`src/design/fwpm_pkg.sv`:
```
// Function
// - any active fault pulls the fault pin low and sets the fault latch
// - fault pin stays low until fault ends and drive enable rises; that edge clears latch
// - after power-up the fault pin stays low until the logic supply state completes
// - amplifiers off only while drive enable is low and amp standby-off bit set
// - sleep exits on wake rising edge after wake held low for setup time
// - logic supply regulator on when not sleeping and supply above shutdown level
// - gate bias supply fed from charge pump when active, else main supply
// - drive enable falling forces all gate outputs low within 100 ns
// - standby or sleep entered only after drive enable low for 1 ms, except standby straight from the supply state when enable is low
// - on that timeout enter sleep if deep idle bit set, else standby
// - bias charging state exits on bias ready flag or after 15 ms
package fwpm_pkg;

   // ----------------------------------------------------------------
   // timing
   // ----------------------------------------------------------------
   localparam int CLK_PERIOD_PS = 8000;
   localparam int GATE_OFF_TIME_NS = 100;
   localparam int GATE_OFF_CYC = (GATE_OFF_TIME_NS * 1000) / CLK_PERIOD_PS;
   localparam int DE_LOW_TIME_US = 1000;
   localparam int DE_LOW_CYC = (DE_LOW_TIME_US * 1000000 + CLK_PERIOD_PS - 1) / CLK_PERIOD_PS;
   localparam int BIAS_TO_TIME_MS = 15;
   localparam longint BIAS_TO_PROD = longint'(BIAS_TO_TIME_MS) * 64'd1000000000;
   localparam int BIAS_TO_CYC = int'(BIAS_TO_PROD / CLK_PERIOD_PS);
   localparam int WAKE_SETUP_TIME_US = 10;
   localparam int WAKE_SETUP_CYC = (WAKE_SETUP_TIME_US * 1000000 + CLK_PERIOD_PS - 1) / CLK_PERIOD_PS;
   localparam int CNT_W = 21;

   // ----------------------------------------------------------------
   // register map
   // ----------------------------------------------------------------
   localparam logic [7:0] ADDR_CONFIG_REG_ZERO = 8'h00;
   localparam logic [7:0] ADDR_MODE_STATUS = 8'h01;
   localparam logic [7:0] ADDR_IRQ_STATUS = 8'h02;
   localparam logic [7:0] ADDR_IRQ_CLEAR = 8'h03;
   localparam logic [7:0] ADDR_IRQ_ENABLE = 8'h04;
   localparam logic [7:0] CONFIG_RESET = 8'h00;
   localparam logic [7:0] IRQ_ENABLE_RESET = 8'h00;
   localparam int CFG_AMP_STANDBY_OFF = 0;
   localparam int CFG_DEEP_IDLE = 1;
   localparam int ST_MODE_LSB = 0;
   localparam int ST_FAULT_LATCH = 3;
   localparam int ST_FAULT_ACTIVE = 4;
   localparam int ST_LDO_EN = 5;
   localparam int ST_BIAS_FROM_PUMP = 6;
   localparam int IRQ_FAULT = 0;
   localparam int IRQ_WAKE = 1;
   localparam int IRQ_SLEEP = 2;
   localparam int IRQ_BIAS_TIMEOUT = 3;
   localparam int IRQ_W = 4;
   localparam int FAULT_W = 4;

   // ----------------------------------------------------------------
   // mode states, gray along power-up path
   // ----------------------------------------------------------------
   typedef enum logic [2:0] {
      FWPM_POR = 3'h0,
      FWPM_LDO = 3'h1,
      FWPM_STANDBY = 3'h3,
      FWPM_BIAS = 3'h2,
      FWPM_ACTIVE = 3'h6,
      FWPM_SLEEP = 3'h7
   } fwpm_state_t;

endpackage

```
`src/design/fwpm_ctrl.sv`:
```
// The address-and-strobe port and the register addresses were chosen for this implementation.
`timescale 1ns/1ps
`default_nettype none
module fwpm_ctrl #(
   parameter int DE_LOW_CYC = fwpm_pkg::DE_LOW_CYC,
   parameter int BIAS_TO_CYC = fwpm_pkg::BIAS_TO_CYC
) (
   input wire logic clk,
   input wire logic nrst,
   input wire logic drive_en_pin,
   input wire logic wake_pin,
   input wire logic [5:0] pwm_pin,
   input wire logic [fwpm_pkg::FAULT_W-1:0] fault_cond,
   input wire logic vdd_above_shutdown,
   input wire logic charge_pump_active,
   input wire logic bias_ready_flag,
   input wire logic [7:0] reg_addr,
   input wire logic [7:0] reg_wdata,
   input wire logic reg_wr,
   input wire logic reg_rd,
   output logic [7:0] reg_rdata,
   output logic fault_out,
   output logic fault_oe_n,
   output logic [5:0] gate_drive,
   output logic amp_en,
   output logic logic_supply_ldo,
   output logic gate_bias_supply,
   output logic gate_bias_from_pump,
   output logic irq
);

   // ----------------------------------------------------------------
   // pin conditioning
   // ----------------------------------------------------------------
   logic de_lvl;
   logic de_rise;
   logic de_long;
   logic wake_ok;
   logic [fwpm_pkg::FAULT_W+8:0] meta;
   logic [fwpm_pkg::FAULT_W+8:0] sync;

   fwpm_pin_watch #(.THRESH(DE_LOW_CYC)) u_de_watch (
      .clk(clk),
      .nrst(nrst),
      .pin(drive_en_pin),
      .level(de_lvl),
      .rise(de_rise),
      .long_low(de_long),
      .armed_rise()
   );

   fwpm_pin_watch #(.THRESH(fwpm_pkg::WAKE_SETUP_CYC)) u_wake_watch (
      .clk(clk),
      .nrst(nrst),
      .pin(wake_pin),
      .level(),
      .rise(),
      .long_low(),
      .armed_rise(wake_ok)
   );

   always_ff @(posedge clk or negedge nrst) begin
      if (!nrst) begin
         meta <= '0;
         sync <= '0;
      end else begin
         meta <= {pwm_pin, bias_ready_flag, charge_pump_active, vdd_above_shutdown, fault_cond};
         sync <= meta;
      end
   end

   wire [fwpm_pkg::FAULT_W-1:0] fault_s = sync[fwpm_pkg::FAULT_W-1:0];
   wire vdd_ok = sync[fwpm_pkg::FAULT_W];
   wire cp_s = sync[fwpm_pkg::FAULT_W+1];
   wire bias_rdy_s = sync[fwpm_pkg::FAULT_W+2];
   wire [5:0] pwm_s = sync[fwpm_pkg::FAULT_W+8:fwpm_pkg::FAULT_W+3];
   wire fault_active = |fault_s;

   // ----------------------------------------------------------------
   // configuration registers
   // ----------------------------------------------------------------
   logic [7:0] config_reg_zero;
   logic [7:0] irq_enable;
   logic [fwpm_pkg::IRQ_W-1:0] irq_status;
   wire amp_standby_off = config_reg_zero[fwpm_pkg::CFG_AMP_STANDBY_OFF];
   wire deep_idle = config_reg_zero[fwpm_pkg::CFG_DEEP_IDLE];
   wire wr_cfg = reg_wr && (reg_addr == fwpm_pkg::ADDR_CONFIG_REG_ZERO);
   wire wr_ien = reg_wr && (reg_addr == fwpm_pkg::ADDR_IRQ_ENABLE);
   wire wr_iclr = reg_wr && (reg_addr == fwpm_pkg::ADDR_IRQ_CLEAR);

   always_ff @(posedge clk or negedge nrst) begin
      if (!nrst) begin
         config_reg_zero <= fwpm_pkg::CONFIG_RESET;
         irq_enable <= fwpm_pkg::IRQ_ENABLE_RESET;
      end else begin
         if (wr_cfg) begin
            config_reg_zero <= reg_wdata;
         end
         if (wr_ien) begin
            irq_enable <= reg_wdata;
         end
      end
   end

   // ----------------------------------------------------------------
   // mode state machine
   // ----------------------------------------------------------------
   fwpm_pkg::fwpm_state_t state;
   fwpm_pkg::fwpm_state_t next_state;
   logic [fwpm_pkg::CNT_W-1:0] bias_cnt;
   logic [fwpm_pkg::CNT_W-1:0] next_bias_cnt;
   localparam logic [fwpm_pkg::CNT_W-1:0] BIAS_LAST = fwpm_pkg::CNT_W'(BIAS_TO_CYC - 1);
   wire bias_timeout = (state == fwpm_pkg::FWPM_BIAS) && (bias_cnt == BIAS_LAST) && !bias_rdy_s;
   // long-low flag lingers one cycle after the pin rises; only a still-low pin may idle
   wire de_idle = de_long && !de_lvl;
   fwpm_pkg::fwpm_state_t idle_target;
   assign idle_target = deep_idle ? fwpm_pkg::FWPM_SLEEP : fwpm_pkg::FWPM_STANDBY;

   always_comb begin
      next_state = state;
      case (state)
         fwpm_pkg::FWPM_POR: begin
            next_state = fwpm_pkg::FWPM_LDO;
         end
         fwpm_pkg::FWPM_LDO: begin
            if (vdd_ok) begin
               next_state = de_lvl ? fwpm_pkg::FWPM_BIAS : fwpm_pkg::FWPM_STANDBY;
            end
         end
         fwpm_pkg::FWPM_STANDBY: begin
            if (de_lvl) begin
               next_state = fwpm_pkg::FWPM_BIAS;
            end else if (de_idle && deep_idle) begin
               next_state = fwpm_pkg::FWPM_SLEEP;
            end
         end
         fwpm_pkg::FWPM_BIAS: begin
            if (de_idle) begin
               next_state = idle_target;
            end else if (de_lvl && (bias_rdy_s || bias_timeout)) begin
               next_state = fwpm_pkg::FWPM_ACTIVE;
            end
         end
         fwpm_pkg::FWPM_ACTIVE: begin
            if (de_idle) begin
               next_state = idle_target;
            end
         end
         fwpm_pkg::FWPM_SLEEP: begin
            if (wake_ok) begin
               next_state = fwpm_pkg::FWPM_LDO;
            end
         end
         default: begin
            next_state = fwpm_pkg::FWPM_POR;
         end
      endcase
   end

   assign next_bias_cnt = (state == fwpm_pkg::FWPM_BIAS) ? bias_cnt + 1'b1 : '0;

   always_ff @(posedge clk or negedge nrst) begin
      if (!nrst) begin
         state <= fwpm_pkg::FWPM_POR;
         bias_cnt <= '0;
      end else begin
         state <= next_state;
         bias_cnt <= next_bias_cnt;
      end
   end

   // ----------------------------------------------------------------
   // fault latch and power-up hold
   // ----------------------------------------------------------------
   logic fault_latch;
   logic por_hold;
   wire fault_clr = de_rise && !fault_active;
   wire next_por_hold = por_hold && !(state == fwpm_pkg::FWPM_LDO && next_state != fwpm_pkg::FWPM_LDO);
   wire next_fault_latch = fault_active | (fault_latch & ~fault_clr);

   always_ff @(posedge clk or negedge nrst) begin
      if (!nrst) begin
         fault_latch <= 1'b0;
         por_hold <= 1'b1;
         fault_out <= 1'b0;
         fault_oe_n <= 1'b0;
      end else begin
         fault_latch <= next_fault_latch;
         por_hold <= next_por_hold;
         fault_out <= 1'b0;
         fault_oe_n <= ~(next_fault_latch | next_por_hold);
      end
   end

   // ----------------------------------------------------------------
   // supply, amplifier and gate outputs
   // ----------------------------------------------------------------
   wire gate_ok = (state == fwpm_pkg::FWPM_ACTIVE) && de_lvl && !fault_active;
   wire next_amp_en = !(!de_lvl && amp_standby_off);
   wire next_ldo = (state != fwpm_pkg::FWPM_SLEEP) && vdd_ok;
   wire next_bias_en = (state == fwpm_pkg::FWPM_BIAS) || (state == fwpm_pkg::FWPM_ACTIVE);

   always_ff @(posedge clk or negedge nrst) begin
      if (!nrst) begin
         gate_drive <= 6'h00;
         amp_en <= 1'b0;
         logic_supply_ldo <= 1'b0;
         gate_bias_supply <= 1'b0;
         gate_bias_from_pump <= 1'b0;
      end else begin
         gate_drive <= gate_ok ? pwm_s : 6'h00;
         amp_en <= next_amp_en;
         logic_supply_ldo <= next_ldo;
         gate_bias_supply <= next_bias_en;
         gate_bias_from_pump <= cp_s;
      end
   end

   // ----------------------------------------------------------------
   // interrupts
   // ----------------------------------------------------------------
   wire [fwpm_pkg::IRQ_W-1:0] irq_event = {
      bias_timeout,
      (next_state == fwpm_pkg::FWPM_SLEEP) && (state != fwpm_pkg::FWPM_SLEEP),
      (state == fwpm_pkg::FWPM_SLEEP) && wake_ok,
      fault_active && !fault_latch
   };
   wire [fwpm_pkg::IRQ_W-1:0] irq_clr = wr_iclr ? reg_wdata[fwpm_pkg::IRQ_W-1:0] : '0;
   wire [fwpm_pkg::IRQ_W-1:0] next_irq_status = irq_event | (irq_status & ~irq_clr);

   always_ff @(posedge clk or negedge nrst) begin
      if (!nrst) begin
         irq_status <= '0;
         irq <= 1'b0;
      end else begin
         irq_status <= next_irq_status;
         irq <= |(next_irq_status & irq_enable[fwpm_pkg::IRQ_W-1:0]);
      end
   end

   // ----------------------------------------------------------------
   // register read port
   // ----------------------------------------------------------------
   wire [7:0] mode_status = {1'b0, cp_s, next_ldo, fault_active, fault_latch, state};
   logic [7:0] rd_mux;
   always_comb begin
      case (reg_addr)
         fwpm_pkg::ADDR_CONFIG_REG_ZERO: rd_mux = config_reg_zero;
         fwpm_pkg::ADDR_MODE_STATUS: rd_mux = mode_status;
         fwpm_pkg::ADDR_IRQ_STATUS: rd_mux = {{(8 - fwpm_pkg::IRQ_W){1'b0}}, irq_status};
         fwpm_pkg::ADDR_IRQ_ENABLE: rd_mux = irq_enable;
         default: rd_mux = 8'h00;
      endcase
   end

   always_ff @(posedge clk or negedge nrst) begin
      if (!nrst) begin
         reg_rdata <= 8'h00;
      end else begin
         reg_rdata <= reg_rd ? rd_mux : 8'h00;
      end
   end

   localparam int GATE_OFF = fwpm_pkg::GATE_OFF_CYC;
endmodule // fwpm_ctrl
`default_nettype wire

```
`src/design/fwpm_pin_watch.sv`:
```
`timescale 1ns/1ps
`default_nettype none
module fwpm_pin_watch #(
   parameter int THRESH = 1
) (
   input wire logic clk,
   input wire logic nrst,
   input wire logic pin,
   output logic level,
   output logic rise,
   output logic long_low,
   output logic armed_rise
);

   // ----------------------------------------------------------------
   // synchroniser and low-time counter
   // ----------------------------------------------------------------
   logic meta;
   logic level_d;
   logic [fwpm_pkg::CNT_W-1:0] low_cnt;
   logic [fwpm_pkg::CNT_W-1:0] next_low_cnt;
   localparam logic [fwpm_pkg::CNT_W-1:0] THRESH_W = fwpm_pkg::CNT_W'(THRESH);

   always_ff @(posedge clk or negedge nrst) begin
      if (!nrst) begin
         meta <= 1'b0;
         level <= 1'b0;
         level_d <= 1'b0;
         low_cnt <= '0;
      end else begin
         meta <= pin;
         level <= meta;
         level_d <= level;
         low_cnt <= next_low_cnt;
      end
   end

   assign next_low_cnt = level ? '0 : (long_low ? low_cnt : low_cnt + 1'b1);
   assign long_low = (low_cnt == THRESH_W);
   assign rise = level & ~level_d;
   assign armed_rise = rise & long_low;
endmodule // fwpm_pin_watch
`default_nettype wire

```
`config.mk`:
```
export PLATFORM = sky130hd
export DESIGN_NAME = fwpm_ctrl
export DESIGN_NICKNAME = d
export VERILOG_FILES = /design/src/design/fwpm_pkg.sv /design/src/design/fwpm_ctrl.sv /design/src/design/fwpm_pin_watch.sv
export SDC_FILE = /design/constraint.sdc
export NUM_CORES = 1
export LEC_CHECK = 0
export ABC_AREA = 1
export BUFFER_PORTS_ARGS = -buffer_cell sky130_fd_sc_hd__buf_2
export CELL_PAD_IN_SITES_DETAIL_PLACEMENT = 0
export CELL_PAD_IN_SITES_GLOBAL_PLACEMENT = 2
export CORE_ASPECT_RATIO = 0.6
export CORE_MARGIN = 1
export CORE_UTILIZATION = 37
export CTS_CLUSTER_DIAMETER = 120
export DETAILED_ROUTE_END_ITERATION = 8
export PLACE_DENSITY_LB_ADDON = 0.15
export SKIP_LAST_GASP = 1
export SLEW_MARGIN = 5
export SYNTH_ARGS = -nofsm -noshare
export SYNTH_HDL_FRONTEND = slang
export SYNTH_SLANG_ARGS = --single-unit
```
`constraint.sdc`:
```
create_clock -name clk -period 1.75 [get_ports clk]
set_input_delay 0.35 -clock clk [delete_from_list [all_inputs] [get_ports clk]]
set_output_delay 0.35 -clock clk [all_outputs]
set_load 0.1 [all_outputs]
```
==> Word-level counts from Yosys, hierarchy flattened <==
Cells that the tools add are included.
{ "totals": {"reg_bits": 140} }
{ "op_classes": {"add_sub_neg": 3, "eq_ne": 17, "mux": 19, "n_bitwise": 14, "n_reduce_logical": 30} }
{ "op_table": {"columns": ["cell", "count"], "rows": [
  ["21-bit two-way mux", 5],
  ["21-bit by 1-bit adder with 21-bit output (second input constant)", 3],
  ["8-bit one-hot mux with 4 select lines", 1],
  ["3-bit two-way mux", 8],
  ["21-bit by 11-bit == test with 1-bit output (second input constant)", 1],
  ["21-bit by 17-bit == test with 1-bit output (second input constant)", 1],
  ["21-bit == test (second input constant)", 1],
  ["1-bit logical AND", 18],
  ["3-bit one-hot mux with 6 select lines", 1],
  ["8-bit by 2-bit == test with 1-bit output (second input constant)", 2],
  ["3-bit == test (second input constant)", 3],
  ["4-bit bitwise AND", 2],
  ["8-bit by 1-bit == test with 1-bit output (second input constant)", 1],
  ["8-bit by 3-bit == test with 1-bit output (second input constant)", 1],
  ["8-bit logical NOT", 1],
  ["8-bit two-way mux", 1],
  ["4-bit OR reduction", 2],
  ["3-bit by 2-bit == test with 1-bit output (second input constant)", 2],
  ["1-bit logical NOT", 6],
  ["6-bit two-way mux", 1],
  ["1-bit bitwise AND", 4],
  ["4-bit two-way mux", 1],
  ["2-bit by 1-bit inequality test with 1-bit output (second input constant)", 2],
  ["1-bit inverter", 4],
  ["9 further kinds", 11]
]} }

==> Logic depth before layout (Yosys ltp) <==
{ "logic_depth": {"depth_word": 14, "depth_mapped": 15, "ltp_nobuf": 15} }

==> Modules after synthesis <==
Synthesis repeated with hierarchy kept, for this count alone.
{ "unflattened": {"hier_cells": 789, "area_unflattened_um2": 6715.2} }
{ "modules_own_cells": {"columns": ["mod", "n_inst", "cells_per_inst", "area_each_um2", "seq_area_each_um2"], "rows": [
  ["fwpm_ctrl", 1, 396, 3866.2, 2303.5],
  ["fwpm_pin_watch at u_de_watch", 1, 198, 1431.4, 600.6],
  ["fwpm_pin_watch at u_wake_watch", 1, 195, 1417.6, 600.6]
]} }

==> Least setup slack after synthesis <==
No wires, ideal clock.
{ "synth_path": {"path_type": "register -> register", "from": "register u_de_watch.low_cnt[0] in the netlist's numbering", "to": "register irq", "arrival_time_ps": 1503, "required_ps": 1631, "slack_ps": 128, "stages_incl_launch_ff": 16, "path_buffers": 0, "synth_period_minus_slack_ps": 1622, "path_cell_list": "dfrtp_1 -> inv_1 -> ha_1 -> nand2_1 -> nor2_1 -> nand2_2 -> nor2_4 -> nand3_2 -> nand2_1 -> nand2_1 -> nor2_2 -> nand2_2 -> nand2_2 -> nand2_2 -> nand2_1 -> nand2_1"} }
{ "synth_between": {"elab_chain_cells": 11, "elab_cells_between_ends": 13} }
{ "synth_lines": {"columns": ["item", "line_no", "text"], "rows": [
  ["start, declared", "fwpm_pin_watch.sv:20", "logic [fwpm_pkg::CNT_W-1:0] low_cnt;"],
  ["start signal, assigned", "fwpm_pin_watch.sv:34", "low_cnt <= next_low_cnt;"],
  ["21-bit by 17-bit == test with 1-bit output (*)", "fwpm_pin_watch.sv:39", "assign long_low = (low_cnt == THRESH_W);"],
  ["1-bit logical AND (*)", "fwpm_ctrl.sv:115", "wire de_idle = de_long && !de_lvl;"],
  ["1-bit logical AND", "fwpm_ctrl.sv:133", "end else if (de_idle && deep_idle) begin"],
  ["3-bit two-way mux", "fwpm_ctrl.sv:133", null],
  ["3-bit two-way mux", "fwpm_ctrl.sv:131", "if (de_lvl) begin"],
  ["3-bit one-hot mux with 6 select lines (*)", "fwpm_ctrl.sv:121", "case (state)"],
  ["named net next_state[2]", "fwpm_ctrl.sv:109", "fwpm_pkg::fwpm_state_t next_state;"],
  ["3-bit == test (*)", "fwpm_ctrl.sv:224", "(next_state == fwpm_pkg::FWPM_SLEEP) && (state != fwpm_pkg::FWPM_SLEEP),"],
  ["1-bit logical AND (*)", "fwpm_ctrl.sv:224", null],
  ["4-bit bitwise OR (*)", "fwpm_ctrl.sv:229", "wire [fwpm_pkg::IRQ_W-1:0] next_irq_status = irq_event | (irq_status & ~irq_clr);"],
  ["named net next_irq_status (one bit)", "fwpm_ctrl.sv:229", null],
  ["4-bit bitwise AND (*)", "fwpm_ctrl.sv:237", "irq <= |(next_irq_status & irq_enable[fwpm_pkg::IRQ_W-1:0]);"],
  ["4-bit OR reduction (*)", "fwpm_ctrl.sv:237", null],
  ["end signal, assigned", "fwpm_ctrl.sv:237", null],
  ["end, declared", "fwpm_ctrl.sv:29", "output logic irq"]
]} }
The timed path passes the listed nets; every way through them passes the cells marked *.
A chain may end at the register's enable or synchronous reset.

==> Final worst setup path <==
Same ends and word-level chain as after synthesis.

==> results.md <==
* Run status: completed
* Final GP Congestion at slightly above 0.8
* Clk pin slew, worst setup/hold paths at 0.07 ns
* DRT Pass-1 Iters at 5
* First-pass GRT wire length at ~26 mm
* FF-to-FF path depth at 15
* Max-cap violations at 0
* Unrepaired setup endpoints after global routing: true
* Top flip-flop cell by instance count after synthesis: sky130_fd_sc_hd__dfrtp_1
* Critical setup path kind: reg -> reg
* Maximum resistive drop on vdd at 0.709 mV
* Syn nets at approximately 750
* Vias in the first global route at ~4900
* Starting Density at approximately two fifths
* TritonCTS sink count at between 100 and 150
* Final Instance Count excl. Fillers at between 1000 and 1500
* Fill cell total of the finished layout at around 1600
* Average detailed-routed wire length per instance at between 10 and 15 um
* Number of antenna violations at the first check in global routing at 1
* CTS buffer count at 17
* Library cells used by synthesis at 41
* Post-synth EDFFs at 0
* First-iteration detailed-routing DRC count at a little over 400
* Crit Reg-Reg Startpoint: u_de_watch.low_cnt[0]$_DFFE_PN0P_
* Clock latency at the later pin of the worst-skew pair at 0.43 ns
* Cell Count Post-Placement at between 1000 and 1500
* Final hold violation count at 0
* Post-synth top area cell: sky130_fd_sc_hd__dfrtp_1
* Proportion of layout cells with a drive suffix above 1 at between 20% and 30%
* Width of the die at approximately 170 um
* RR Endpoint: irq$_DFF_PN0_
* Total number of placement rows at 36
* HPWL after detailed placement at between 10 and 15 mm
* Global-route usage over all layers at a little under a fifth
* Number of synthesized register bits at 140
* Leak at roughly 3.8 nW
* Power per cell area at roughly 1000 nW/um2
* Arrival time at the worst endpoint at around 2 ns
* Final total power at around 8 mW
* Min Tclk post-route at between 1.5 and 2 ns
* Setup TNS at 0 ns
* Max Clock Freq at about 590 MHz
* Placed standard-cell area at 7300 um2
* Fraction of the yosys area taken by sequential cells at between 50 and 60%
* Reg2Reg Setup Slack at ~0.057 ns
* Worst Hold Slack at roughly 0.024 ns
* Critical Path Start Type: register
* Number of vias per cell after detailed routing at around 4.8
* Share of the synthesized area in the top cell type at between 50 and 60%
* Die area at about 18000 um2
* Count of yosys warnings during synthesis at 0
* Share of the core filled with cells in the final layout at between 40% and 50%
* Number of buffers on the longest clock path at 2
* Total number of vias at about 5200
* Biggest area contributors in the synthesized netlist: sky130_fd_sc_hd__dfrtp_1, sky130_fd_sc_hd__nand2_1, sky130_fd_sc_hd__inv_1, sky130_fd_sc_hd__nor2_1, sky130_fd_sc_hd__a21oi_1
* Crit path max fanout at 3
* Proportion of synthesized flip-flops having asynchronous set or reset at between 90% and 100%
* Largest net degree at the start of global routing at between 40 and 50
* Number of antenna diodes at 0
* Total congestion overflow after global routing at 0
* Placeable core region at ~16000 um2
* Endpoint type of the worst setup path: register
* CTS root buf: sky130_fd_sc_hd__clkbuf_16
* Final design instance area without fill at between 8000 and 9000 um2
* Antenna-violating nets left at 0
* Required time at the endpoint of the critical path at 2.07 ns
* Sequential Area at about 3500 um2
* Worst Setup Slack post-DPL at -0.0114 ns
* Worst hold path class: in -> reg
* Gate Count Post-Synth at 711
* Count of nets after finishing at 876
* H-tree Lvls at 4
* Combined area of the multi-input logic cells at about 2500 um2
* Synth-to-Final Area Change at 27.3%
* Total standard cell area after synthesis at between 6000 and 7000 um2
* DRC violations left at 0
* DIE HEIGHT at approximately 100 um
* Average footprint of a synthesized cell at about 9 um2
* Post-route setup slack at between 0.05 and 0.06 ns
* Clock tree from TritonCTS: built
* Pins Over Slew Limit at 0
* Worst setup path startpoint: u_de_watch.low_cnt[0]$_DFFE_PN0P_
* Critical Path Sink: irq$_DFF_PN0_
* Total routed wirelength at between 15 and 20 mm
* IO Port Bufs at 54
* Maximum clock skew at final layout at about 0.0094 ns
* Num ports at 56
* Final period util at between 90% and 100%
* Number of endpoints failing setup at the final stage at 0
routing by layer:
metal,routed length (um),GRT usage (%)
met2,6160,23.6
met1,8140,29.9
met3,868,5.54
met4,161,5.48
met5,16,0
synthesized netlist by cell type, types with 4 or more instances:
cell type                  instances
sky130_fd_sc_hd__dfrtp_1         139
sky130_fd_sc_hd__inv_2            13
sky130_fd_sc_hd__nor3_1           23
sky130_fd_sc_hd__ha_1              5
sky130_fd_sc_hd__a21oi_1          37
sky130_fd_sc_hd__inv_1            93
sky130_fd_sc_hd__a41oi_1           4
sky130_fd_sc_hd__nand3_2           4
sky130_fd_sc_hd__nand2_2          15
sky130_fd_sc_hd__nor3_2            7
sky130_fd_sc_hd__a211oi_1          5
sky130_fd_sc_hd__o21ai_2           8
sky130_fd_sc_hd__nor2_2           11
sky130_fd_sc_hd__clkbuf_1          4
sky130_fd_sc_hd__o21ai_1          13
sky130_fd_sc_hd__nor4_1            8
sky130_fd_sc_hd__nor2_4            4
sky130_fd_sc_hd__or2_2             4
sky130_fd_sc_hd__o21ai_0          26
sky130_fd_sc_hd__nor2_1           68
sky130_fd_sc_hd__nand2_1         127
sky130_fd_sc_hd__nand3_1          36
sky130_fd_sc_hd__xnor2_1           4
sky130_fd_sc_hd__nand4_1          17
sky130_fd_sc_hd__a31oi_1           6
sequential cells by signal, indices dropped and copies added, names as in the netlist, 3 cells and up:
register / cells
u_de_watch.low_cnt: 21
gate_drive: 6
bias_cnt: 21
irq_enable: 8
state: 3
u_wake_watch.low_cnt: 21
config_reg_zero: 8
reg_rdata: 8
irq_status: 4
meta: 13
sync: 13
report_power, final:
group	internal [mW]	total [mW]	switching, mW
combinational	0.306	1.02	0.717
sequential	3.38	3.49	0.113
clock	2.05	3.63	1.58
worst min path at each step:
stage                             start  slack (ns)  depth (start not counted)                                   end
final                        pwm_pin[0]        0.02                          1                     meta[7]$_DFF_PN0_
after global placement             nrst        0.31                          1  u_wake_watch.low_cnt[17]$_DFFE_PN0P_
after detailed placement           nrst        0.31                          1  u_wake_watch.low_cnt[19]$_DFFE_PN0P_
after floorplan                    nrst        0.05                          0                      amp_en$_DFF_PN0_
after global routing      fault_cond[0]       0.004                          1                     meta[0]$_DFF_PN0_
after CTS                    pwm_pin[0]       0.005                          1                     meta[7]$_DFF_PN0_
layout by cell type, fill, tap and decap left out, types with 8 or more instances in the layout:
master and count:
sky130_fd_sc_hd__a21oi_1 37, sky130_fd_sc_hd__dfrtp_1 136, sky130_fd_sc_hd__o21ai_1 14, sky130_fd_sc_hd__o21ai_2 8
sky130_fd_sc_hd__inv_2 15, sky130_fd_sc_hd__clkbuf_16 17, sky130_fd_sc_hd__nor2_4 10, sky130_fd_sc_hd__nand3_1 33
sky130_fd_sc_hd__inv_1 90, sky130_fd_sc_hd__o21ai_0 25, sky130_fd_sc_hd__nand2_2 17, sky130_fd_sc_hd__nand4_1 17
sky130_fd_sc_hd__nor2_2 10, sky130_fd_sc_hd__nor3_1 22, sky130_fd_sc_hd__nand2_1 124, sky130_fd_sc_hd__buf_4 56
sky130_fd_sc_hd__buf_2 53, sky130_fd_sc_hd__nor2_1 63
area by class of cell:
| cell class | count | area share [%] |
|---|---|---|
| clock inverters | 14 | 1.81 |
| well taps | 228 | 3.53 |
| repair buffers | 114 | 9.48 |
| flip-flops and latches | 140 | 43.4 |
| multi-input cells | 454 | 31.3 |
| inverters | 109 | 5.09 |
| clock buffers | 18 | 5.43 |
cells by family after synthesis:
group           share of synthesized area, %
compound gates                          9.67
xor+xnor                               0.965
fa+ha+maj                              0.984
buf+inv                                 7.07
flops                                   55.1
other cells                           0.0590
simple gates                            26.1
what timing repair did:
action / in CTS / in global routing
hold buffers: 1 / 0
pin swaps: 0 / 8
setup endpoints to repair: 1 / 19
hold endpoints to repair: 39 / 0
gates resized for setup: 1 / 38
buffers inserted: 0 / 8
cloned: 0 / 0
worst max-delay path, stage by stage (launching register included):
cell and delay, ns:
sky130_fd_sc_hd__dfrtp_1 0.38, sky130_fd_sc_hd__inv_1 0.08, sky130_fd_sc_hd__ha_1 0.17, sky130_fd_sc_hd__nand2_1 0.06, sky130_fd_sc_hd__nor2_1 0.12, sky130_fd_sc_hd__nand2_2 0.07
sky130_fd_sc_hd__nor2_4 0.10, sky130_fd_sc_hd__nand3_2 0.09, sky130_fd_sc_hd__nand2_1 0.08, sky130_fd_sc_hd__nand2_1 0.06, sky130_fd_sc_hd__nor2_2 0.11, sky130_fd_sc_hd__nand2_2 0.07
sky130_fd_sc_hd__nand2_2 0.06, sky130_fd_sc_hd__nand2_2 0.05, sky130_fd_sc_hd__nand2_1 0.06, sky130_fd_sc_hd__nand2_1 0.04
Note: power is estimated with default switching activity, not from simulation.
